==> src/rtl/dmas_pkg.sv <==
package dmas_pkg;
    localparam int unsigned DMAS_AW = 8;
    localparam int unsigned DMAS_DW = 32;

    localparam logic [7:0] DMAS_RX_BASE_OFF = 8'h18;
    localparam logic [7:0] DMAS_TX_BASE_OFF = 8'h20;
    localparam logic [7:0] DMAS_STATUS_OFF = 8'h28;
    localparam logic [7:0] DMAS_IRQ_EN_OFF = 8'h38;

    // base registers keep bits 31..2, bits 1..0 always read zero
    localparam int unsigned DMAS_ALIGN_W = 2;
    localparam logic [1:0] DMAS_ALIGN_ZERO = 2'h0;
    localparam logic [29:0] DMAS_BASE_RST = 30'h0;

    // sticky event bits of the status word, bits 16..0
    localparam int unsigned DMAS_EVW = 17;
    localparam int unsigned DMAS_TX_DONE_BIT = 0;
    localparam int unsigned DMAS_TX_HALT_BIT = 1;
    localparam int unsigned DMAS_TX_DESC_MISS_BIT = 2;
    localparam int unsigned DMAS_TX_JABBER_BIT = 3;
    localparam int unsigned DMAS_TX_UFLOW_BIT = 5;
    localparam int unsigned DMAS_RX_DONE_BIT = 6;
    localparam int unsigned DMAS_RX_DESC_MISS_BIT = 7;
    localparam int unsigned DMAS_RX_HALT_BIT = 8;
    localparam int unsigned DMAS_RX_WDOG_BIT = 9;
    localparam int unsigned DMAS_GTIMER_BIT = 11;
    localparam int unsigned DMAS_FATAL_BIT = 13;
    localparam int unsigned DMAS_ABN_SUM_BIT = 15;
    localparam int unsigned DMAS_NORM_SUM_BIT = 16;

    localparam logic [16:0] DMAS_NORM_SRC_MASK = 17'h00045;
    localparam logic [16:0] DMAS_ABN_SRC_MASK = 17'h02baa;
    localparam logic [16:0] DMAS_STATUS_DEFINED = 17'h1abef;
    localparam logic [16:0] DMAS_STATUS_RST = 17'h0;
    localparam logic [16:0] DMAS_IRQ_EN_RST = 17'h0;

    localparam int unsigned DMAS_RX_STATE_LSB = 17;
    localparam int unsigned DMAS_TX_STATE_LSB = 20;
    localparam int unsigned DMAS_FAULT_KIND_LSB = 23;
    localparam int unsigned DMAS_PSTATE_W = 3;

    localparam logic [2:0] DMAS_TX_STOP = 3'h0;
    localparam logic [2:0] DMAS_TX_READ_DESC = 3'h1;
    localparam logic [2:0] DMAS_TX_SENDING = 3'h2;
    localparam logic [2:0] DMAS_TX_FIFO_FILL = 3'h3;
    localparam logic [2:0] DMAS_TX_SUSPENDED = 3'h6;
    localparam logic [2:0] DMAS_TX_WRITE_DESC = 3'h7;

    localparam logic [2:0] DMAS_RX_STOP = 3'h0;
    localparam logic [2:0] DMAS_RX_READ_DESC = 3'h1;
    localparam logic [2:0] DMAS_RX_CHECK = 3'h2;
    localparam logic [2:0] DMAS_RX_WAIT_DATA = 3'h3;
    localparam logic [2:0] DMAS_RX_SUSPENDED = 3'h4;
    localparam logic [2:0] DMAS_RX_WRITE_DESC = 3'h5;
    localparam logic [2:0] DMAS_RX_FLUSH = 3'h6;
    localparam logic [2:0] DMAS_RX_DRAIN = 3'h7;

    typedef enum logic [2:0] {
        DMAS_FAULT_PARITY = 3'h0,
        DMAS_FAULT_MASTER_ABORT = 3'h1,
        DMAS_FAULT_TARGET_ABORT = 3'h2
    } dmas_fault_kind_t;

    typedef enum logic {
        DMAS_BUS_ACTIVE = 1'b0,
        DMAS_BUS_HALTED = 1'b1
    } dmas_bus_t;
endpackage

==> src/rtl/dmas_sticky_bits.sv <==
module dmas_sticky_bits (
    input wire logic i_clock,
    input wire logic i_rstn,
    input wire logic [dmas_pkg::DMAS_EVW-1:0] i_set,
    input wire logic [dmas_pkg::DMAS_EVW-1:0] i_clear,
    output logic [dmas_pkg::DMAS_EVW-1:0] o_bits
);
    import dmas_pkg::*;

    typedef struct packed {
        logic [DMAS_EVW-1:0] bits;
    } dmas_sticky_state_t;

    dmas_sticky_state_t state_reg;
    dmas_sticky_state_t state_next;
    logic [DMAS_EVW-1:0] bit_next;

    // a set in the same cycle as its clear wins, so no event is lost
    for (genvar g = 0; g < DMAS_EVW; g++) begin : g_bit
        assign bit_next[g] = i_set[g] | (state_reg.bits[g] & ~i_clear[g]);
    end

    always_comb begin
        state_next = state_reg;
        state_next.bits = bit_next & DMAS_STATUS_DEFINED;
    end

    always_ff @(posedge i_clock) begin
        if (!i_rstn) begin
            state_reg <= '{bits: DMAS_STATUS_RST};
        end else begin
            state_reg <= state_next;
        end
    end

    assign o_bits = state_reg.bits;
endmodule

==> src/rtl/dmas_top.sv <==
// Contract
// - rx base bits 31..2 writable, 1..0 zero
// - tx base bits 31..2 writable, 1..0 zero
// - fault kind: parity, master, target abort
// - fault kind never interrupts by itself
// - transmit state field reported read-only
// - receive state field reported read-only
// - normal summary from bits 0, 2, 6
// - abnormal summary from eight abnormal bits
// - bus fault sets flag, records kind, halts
// - general timer expiry sets bit 11
// - receive watchdog expiry sets bit 9
// - receive entering stop sets bit 8
// - bit 1 set while transmit is stopped
// - underflow sets bit 5, transmit suspends
module dmas_top (
    input wire logic i_clock,
    input wire logic i_rstn,
    input wire logic [dmas_pkg::DMAS_AW-1:0] i_addr,
    input wire logic [dmas_pkg::DMAS_DW-1:0] i_wr_data,
    input wire logic i_wr,
    input wire logic i_rd,
    input wire logic [dmas_pkg::DMAS_PSTATE_W-1:0] i_tx_state,
    input wire logic [dmas_pkg::DMAS_PSTATE_W-1:0] i_rx_state,
    input wire logic i_tx_frame_done,
    input wire logic i_tx_descriptor_missing,
    input wire logic i_tx_jabber_expired,
    input wire logic i_tx_fifo_underflow,
    input wire logic i_rx_frame_done,
    input wire logic i_rx_descriptor_missing,
    input wire logic i_rx_watchdog_expired,
    input wire logic i_general_timer_expired,
    input wire logic i_parity_error,
    input wire logic i_master_abort,
    input wire logic i_target_abort,
    output logic [dmas_pkg::DMAS_DW-1:0] o_rd_data,
    output logic o_irq,
    output logic [dmas_pkg::DMAS_DW-1:0] o_rx_ring_start,
    output logic [dmas_pkg::DMAS_DW-1:0] o_tx_ring_start,
    output logic o_bus_master_enable,
    output logic o_tx_suspend
);
    import dmas_pkg::*;

    typedef struct packed {
        logic [29:0] rx_ring_start;
        logic [29:0] tx_ring_start;
        logic [DMAS_EVW-1:0] irq_en;
        dmas_fault_kind_t bus_fault_kind;
        dmas_bus_t bus;
        logic bus_en;
        logic [DMAS_PSTATE_W-1:0] rx_state_prev;
        logic [DMAS_DW-1:0] rd_data;
        logic irq;
        logic tx_suspend;
    } dmas_top_state_t;

    localparam dmas_top_state_t DMAS_TOP_RST = '{
        rx_ring_start: DMAS_BASE_RST,
        tx_ring_start: DMAS_BASE_RST,
        irq_en: DMAS_IRQ_EN_RST,
        bus_fault_kind: DMAS_FAULT_PARITY,
        bus: DMAS_BUS_ACTIVE,
        bus_en: 1'b1,
        rx_state_prev: DMAS_RX_STOP,
        rd_data: '0,
        irq: 1'b0,
        tx_suspend: 1'b0
    };

    dmas_top_state_t state_reg;
    dmas_top_state_t state_next;

    logic [DMAS_EVW-1:0] status_bits;
    logic [DMAS_EVW-1:0] ev_set;
    logic [DMAS_EVW-1:0] ev_clear;
    logic [DMAS_EVW-1:0] status_after;
    logic fault_now;
    logic rx_entered_stop;
    logic [DMAS_DW-1:0] status_word;

    dmas_sticky_bits u_status (
        .i_clock(i_clock),
        .i_rstn(i_rstn),
        .i_set(ev_set),
        .i_clear(ev_clear),
        .o_bits(status_bits)
    );

    // a fault is only taken while the bus is still ours; later ones keep the first kind
    assign fault_now = (i_parity_error | i_master_abort | i_target_abort)
                       && (state_reg.bus == DMAS_BUS_ACTIVE);

    // edge, not level: the receive halt flag must not refire after a clear while stopped
    assign rx_entered_stop = (i_rx_state == DMAS_RX_STOP)
                             && (state_reg.rx_state_prev != DMAS_RX_STOP);

    always_comb begin
        status_word = '0;
        status_word[DMAS_EVW-1:0] = status_bits & DMAS_STATUS_DEFINED;
        status_word[DMAS_RX_STATE_LSB +: DMAS_PSTATE_W] = i_rx_state;
        status_word[DMAS_TX_STATE_LSB +: DMAS_PSTATE_W] = i_tx_state;
        status_word[DMAS_FAULT_KIND_LSB +: DMAS_PSTATE_W] = state_reg.bus_fault_kind;
    end

    always_comb begin
        state_next = state_reg;
        ev_set = '0;
        ev_clear = '0;
        status_after = '0;

        ev_set[DMAS_TX_DONE_BIT] = i_tx_frame_done;
        ev_set[DMAS_TX_HALT_BIT] = (i_tx_state == DMAS_TX_STOP);
        ev_set[DMAS_TX_DESC_MISS_BIT] = i_tx_descriptor_missing;
        ev_set[DMAS_TX_JABBER_BIT] = i_tx_jabber_expired;
        ev_set[DMAS_TX_UFLOW_BIT] = i_tx_fifo_underflow;
        ev_set[DMAS_RX_DONE_BIT] = i_rx_frame_done;
        ev_set[DMAS_RX_DESC_MISS_BIT] = i_rx_descriptor_missing;
        ev_set[DMAS_RX_HALT_BIT] = rx_entered_stop;
        ev_set[DMAS_RX_WDOG_BIT] = i_rx_watchdog_expired;
        ev_set[DMAS_GTIMER_BIT] = i_general_timer_expired;
        ev_set[DMAS_FATAL_BIT] = fault_now;

        if (i_wr) begin
            case (i_addr)
                DMAS_RX_BASE_OFF: begin
                    state_next.rx_ring_start = i_wr_data[DMAS_DW-1:DMAS_ALIGN_W];
                end
                DMAS_TX_BASE_OFF: begin
                    state_next.tx_ring_start = i_wr_data[DMAS_DW-1:DMAS_ALIGN_W];
                end
                DMAS_STATUS_OFF: begin
                    // state and fault kind fields ignore writes
                    ev_clear = i_wr_data[DMAS_EVW-1:0] & DMAS_STATUS_DEFINED;
                end
                DMAS_IRQ_EN_OFF: begin
                    state_next.irq_en = i_wr_data[DMAS_EVW-1:0] & DMAS_STATUS_DEFINED;
                end
                default: begin
                end
            endcase
        end

        // summaries follow sources that stay set after this cycle's clear
        status_after = (status_bits & ~ev_clear) | ev_set;
        ev_set[DMAS_NORM_SUM_BIT] = |(status_after & DMAS_NORM_SRC_MASK);
        ev_set[DMAS_ABN_SUM_BIT] = |(status_after & DMAS_ABN_SRC_MASK);
        status_after = ((status_bits & ~ev_clear) | ev_set) & DMAS_STATUS_DEFINED;

        unique case (state_reg.bus)
            DMAS_BUS_ACTIVE: begin
                if (fault_now) begin
                    state_next.bus = DMAS_BUS_HALTED;
                    state_next.bus_en = 1'b0;
                    if (i_parity_error) begin
                        state_next.bus_fault_kind = DMAS_FAULT_PARITY;
                    end else if (i_master_abort) begin
                        state_next.bus_fault_kind = DMAS_FAULT_MASTER_ABORT;
                    end else begin
                        state_next.bus_fault_kind = DMAS_FAULT_TARGET_ABORT;
                    end
                end
            end
            DMAS_BUS_HALTED: begin
                // only reset gives the bus back, whatever software clears
                state_next.bus_en = 1'b0;
            end
        endcase

        state_next.rx_state_prev = i_rx_state;
        state_next.tx_suspend = i_tx_fifo_underflow;

        // fault kind is kept out of the status bits, so it never reaches the interrupt
        state_next.irq = |(status_after & state_next.irq_en);

        state_next.rd_data = '0;
        if (i_rd) begin
            case (i_addr)
                DMAS_RX_BASE_OFF: begin
                    state_next.rd_data = {state_reg.rx_ring_start, DMAS_ALIGN_ZERO};
                end
                DMAS_TX_BASE_OFF: begin
                    state_next.rd_data = {state_reg.tx_ring_start, DMAS_ALIGN_ZERO};
                end
                DMAS_STATUS_OFF: begin
                    state_next.rd_data = status_word;
                end
                DMAS_IRQ_EN_OFF: begin
                    state_next.rd_data[DMAS_EVW-1:0] = state_reg.irq_en;
                end
                default: begin
                end
            endcase
        end
    end

    always_ff @(posedge i_clock) begin
        if (!i_rstn) begin
            state_reg <= DMAS_TOP_RST;
        end else begin
            state_reg <= state_next;
        end
    end

    assign o_rd_data = state_reg.rd_data;
    assign o_irq = state_reg.irq;
    assign o_rx_ring_start = {state_reg.rx_ring_start, DMAS_ALIGN_ZERO};
    assign o_tx_ring_start = {state_reg.tx_ring_start, DMAS_ALIGN_ZERO};
    assign o_bus_master_enable = state_reg.bus_en;
    assign o_tx_suspend = state_reg.tx_suspend;
endmodule

==> config.mk <==
export PLATFORM = sky130hd
export DESIGN_NAME = dmas_top
export DESIGN_NICKNAME = d
export VERILOG_FILES = /design/src/rtl/dmas_pkg.sv /design/src/rtl/dmas_sticky_bits.sv /design/src/rtl/dmas_top.sv
export SDC_FILE = /design/constraint.sdc
export NUM_CORES = 1
export LEC_CHECK = 0
export BUFFER_PORTS_ARGS = -buffer_cell sky130_fd_sc_hd__buf_2
export CAP_MARGIN = 5
export CORE_MARGIN = 5
export CORE_UTILIZATION = 58
export CTS_BUF_LIST = sky130_fd_sc_hd__clkbuf_2 sky130_fd_sc_hd__clkbuf_4 sky130_fd_sc_hd__clkbuf_8
export CTS_CLUSTER_DIAMETER = 40
export CTS_CLUSTER_SIZE = 25
export DETAILED_ROUTE_END_ITERATION = 10
export PLACE_DENSITY_LB_ADDON = 0.1
export SLEW_MARGIN = 20
export SYNTH_ARGS = -nofsm -noshare
export SYNTH_HDL_FRONTEND = slang
export SYNTH_HIERARCHICAL = 1
export SYNTH_SLANG_ARGS = --single-unit
export TNS_END_PERCENT = 100
==> constraint.sdc <==
create_clock -name i_clock -period 4.5 [get_ports i_clock]
set_input_delay 0.675 -clock i_clock [delete_from_list [all_inputs] [get_ports i_clock]]
set_output_delay 0.675 -clock i_clock [all_outputs]
set_load 0.03 [all_outputs]
==> impl_metrics.py <==
metrics = {
    "worst_setup_path": {
        "startpoint": "i_addr[2]",
        "end_kind": "flip-flop",
        "reg2regPathDepth": 6,
        "crit_fanout": 10,
        "slowest_delay_ns": 0.78,
        "crit_type": "primary input to flip-flop",
        "crit_path_start_kind": "primary input",
        "worstPathArrival_ns": 2.97,
        "r2r_start": "u_status/o_bits[9]",
        "cp_slowest_cell": "or4b_1",
        "crit_required_ns": 4.78,
        "cp_cell_sequence": "buf_2 > or4b_1 > nor3_4 > mux2i_1 > o221ai_1 > o31ai_1 > o311ai_1",
    },
    "outcome": {
        "status": "completed",
    },
    "global_route": {
        "grt_use_total": 0.266,
        "grt_max_degree": 39,
        "antenna_found_initial": 0,
        "grt_overflow": 0,
        "grt_pass1_wl_um": 24900,
        "grt_pass1_vias": 4842,
    },
    "routing": {
        "first_pass_iters": 8,
        "via_count": 4965,
        "avgRoutedWirePerCell_um": 17.9,
        "drt_iter0_markers": 385,
        "postRouteAntennaNets": 0,
        "wl_um": 15700,
        "viasPerCell": 5.63,
        "remaining_drc_errors": 0,
    },
    "clock_network": {
        "cts_resized": 0,
        "clk_pin_slew_ns": 0.07,
        "cts_sinks": 127,
        "ctsHtreeMaxLevel": 4,
        "cts_tree": "built",
        "cts_buffers": 17,
        "insertion_delay_ns": 0.42,
        "clock_path_buffers": 2,
        "cts_setup_buffers": 0,
        "cts_hold_buf": 0,
        "root_buffer": "clkbuf_8",
    },
    "worst_hold_path": {
        "hold_path_class": "flip-flop to flip-flop",
        "worstHoldPathCells": 2,
        "min-delay-start": "o_bus_master_enable",
    },
    "synth": {
        "syn_inst": 687,
        "ys_warn_count": 6,
        "synth_area_per_cell_um2": 8.43,
        "syn-cell-area_um2": 5790,
    },
    "power_and_ir_drop": {
        "intPower_mw": 1.75,
        "pwr-share-seq": 0.496,
        "p_sw_frac": 0.244,
        "p_clk_frac": 0.451,
        "power_frac_comb": 0.053,
        "ir_drop_mv": 0.213,
        "p_sw_uw": 563,
        "powerDensity_nw_per_um2": 362,
        "p_leak_nw": 2.67,
    },
    "place": {
        "place_congestion": 0.865,
        "hpwl_um": 10800,
        "io_buffers": 155,
    },
    "sta": {
        "slew_headroom": 0.276,
        "drv_slew": 0,
        "tns_ns": 0,
        "tightest_slew_ns": 1.07,
        "rsz0062_at_grt": "false",
        "fmax_mhz": 371,
        "min_period_ns": 2.69,
        "finalCritPeriodShare": 0.599,
        "hold_viol_final": 0,
        "setup-violations-final": 0,
        "finClkSkew_ns": 0.0106,
    },
    "die": {
        "die_w_um": 110,
        "ios": 160,
        "die_h_um": 110,
        "dieArea_um2": 12100,
        "core_um2": 9770,
        "row_count": 36,
        "initial_utilization": 0.592,
    },
    "finish": {
        "n_antenna_cell": 0,
        "finalCoreUtilization": 0.653,
        "synthToLayoutAreaGrowth_pct": 10.2,
        "n_fill_cell": 876,
        "largest_reg_flops": 32,
        "drive_gt1_frac": 0.280,
        "num-nets-final": 797,
    },
    "run": {
        "drv_cap": 0,
    },
}
power groups by stage:
stage | logic, mW | clock network, mW | registers [mW]
after floorplan | 0.0633 | 0 | 1.17
after global routing | 0.133 | 1.11 | 1.15
final | 0.123 | 1.04 | 1.14
after detailed placement | 0.121 | 0 | 1.17
after global placement | 0.118 | 0 | 1.17
after CTS | 0.121 | 1.06 | 1.14
per-stage QoR:
| step | hold WS [ns] | setup slack (ns) | cells | area, µm² | total power [mW] |
|---|---|---|---|---|---|
| detailed placement | 0.453 | 1.39 | 850 | 5960 | 1.29 |
| finish | 0.462 | 1.81 | 882 | 6380 | 2.31 |
| CTS | 0.460 | 1.85 | 882 | 6380 | 2.32 |
| global route | 0.465 | 1.74 | 882 | 6380 | 2.39 |
| global placement | 0.433 | 1.44 | 850 | 5950 | 1.29 |
| floorplan | 0.436 | 1.86 | 690 | 5800 | 1.23 |
layout by cell type (no fill, tap or decap), types with 7 or more instances in the layout:
| cell type | count |
|---|---|
| and4_1 | 7 |
| nor2_1 | 37 |
| o21a_1 | 20 |
| o21ai_0 | 7 |
| a22oi_1 | 13 |
| and3_1 | 8 |
| nor2b_1 | 19 |
| a41oi_1 | 7 |
| inv_1 | 10 |
| a222oi_1 | 19 |
| nand2_1 | 135 |
| buf_4 | 12 |
| a21oi_1 | 80 |
| and2_1 | 9 |
| clkbuf_8 | 17 |
| buf_2 | 155 |
| o31a_1 | 7 |
| dfxtp_1 | 127 |
routing by layer:
metal | wire length [µm] | vias up | GRT usage | part of all wire
met5 | 0 | - | 0 | 0
met4 | 307 | 0 | 0.0980 | 0.019
met3 | 1400 | 29 | 0.0658 | 0.089
met2 | 7650 | 237 | 0.434 | 0.49
met1 | 6380 | 2326 | 0.340 | 0.41
li1 | - | 2373 | - | -
layout make-up:
type                            count  area (µm²)  share of cell area
Tap cell                          133         166              0.0261
Sequential cell                   127        2540               0.399
Multi-Input combinational cell    412        2340               0.367
Clock buffer                       18         241              0.0379
Inverter                           11        41.3             0.00647
Timing Repair Buffer              167         866               0.136
Clock inverter                     14         181              0.0284
worst paths after layout:
kind | end | slack (ns)
worst min register to register | o_bus_master_enable | 0.46
worst max-delay path | o_irq | 1.81
worst max register to register | u_status/o_bits[15] | 2.57
worst min-delay path | o_bus_master_enable | 0.46
critical path, delay by kind of cell:
family | cells | cell delay, ns
AO/OA/AOI/OAI | 3 | 0.59
buffers and inverters | 1 | 0.12
AND/OR/NAND/NOR | 2 | 1.25
multiplexers | 1 | 0.32
(Power assumes the default switching activity.)
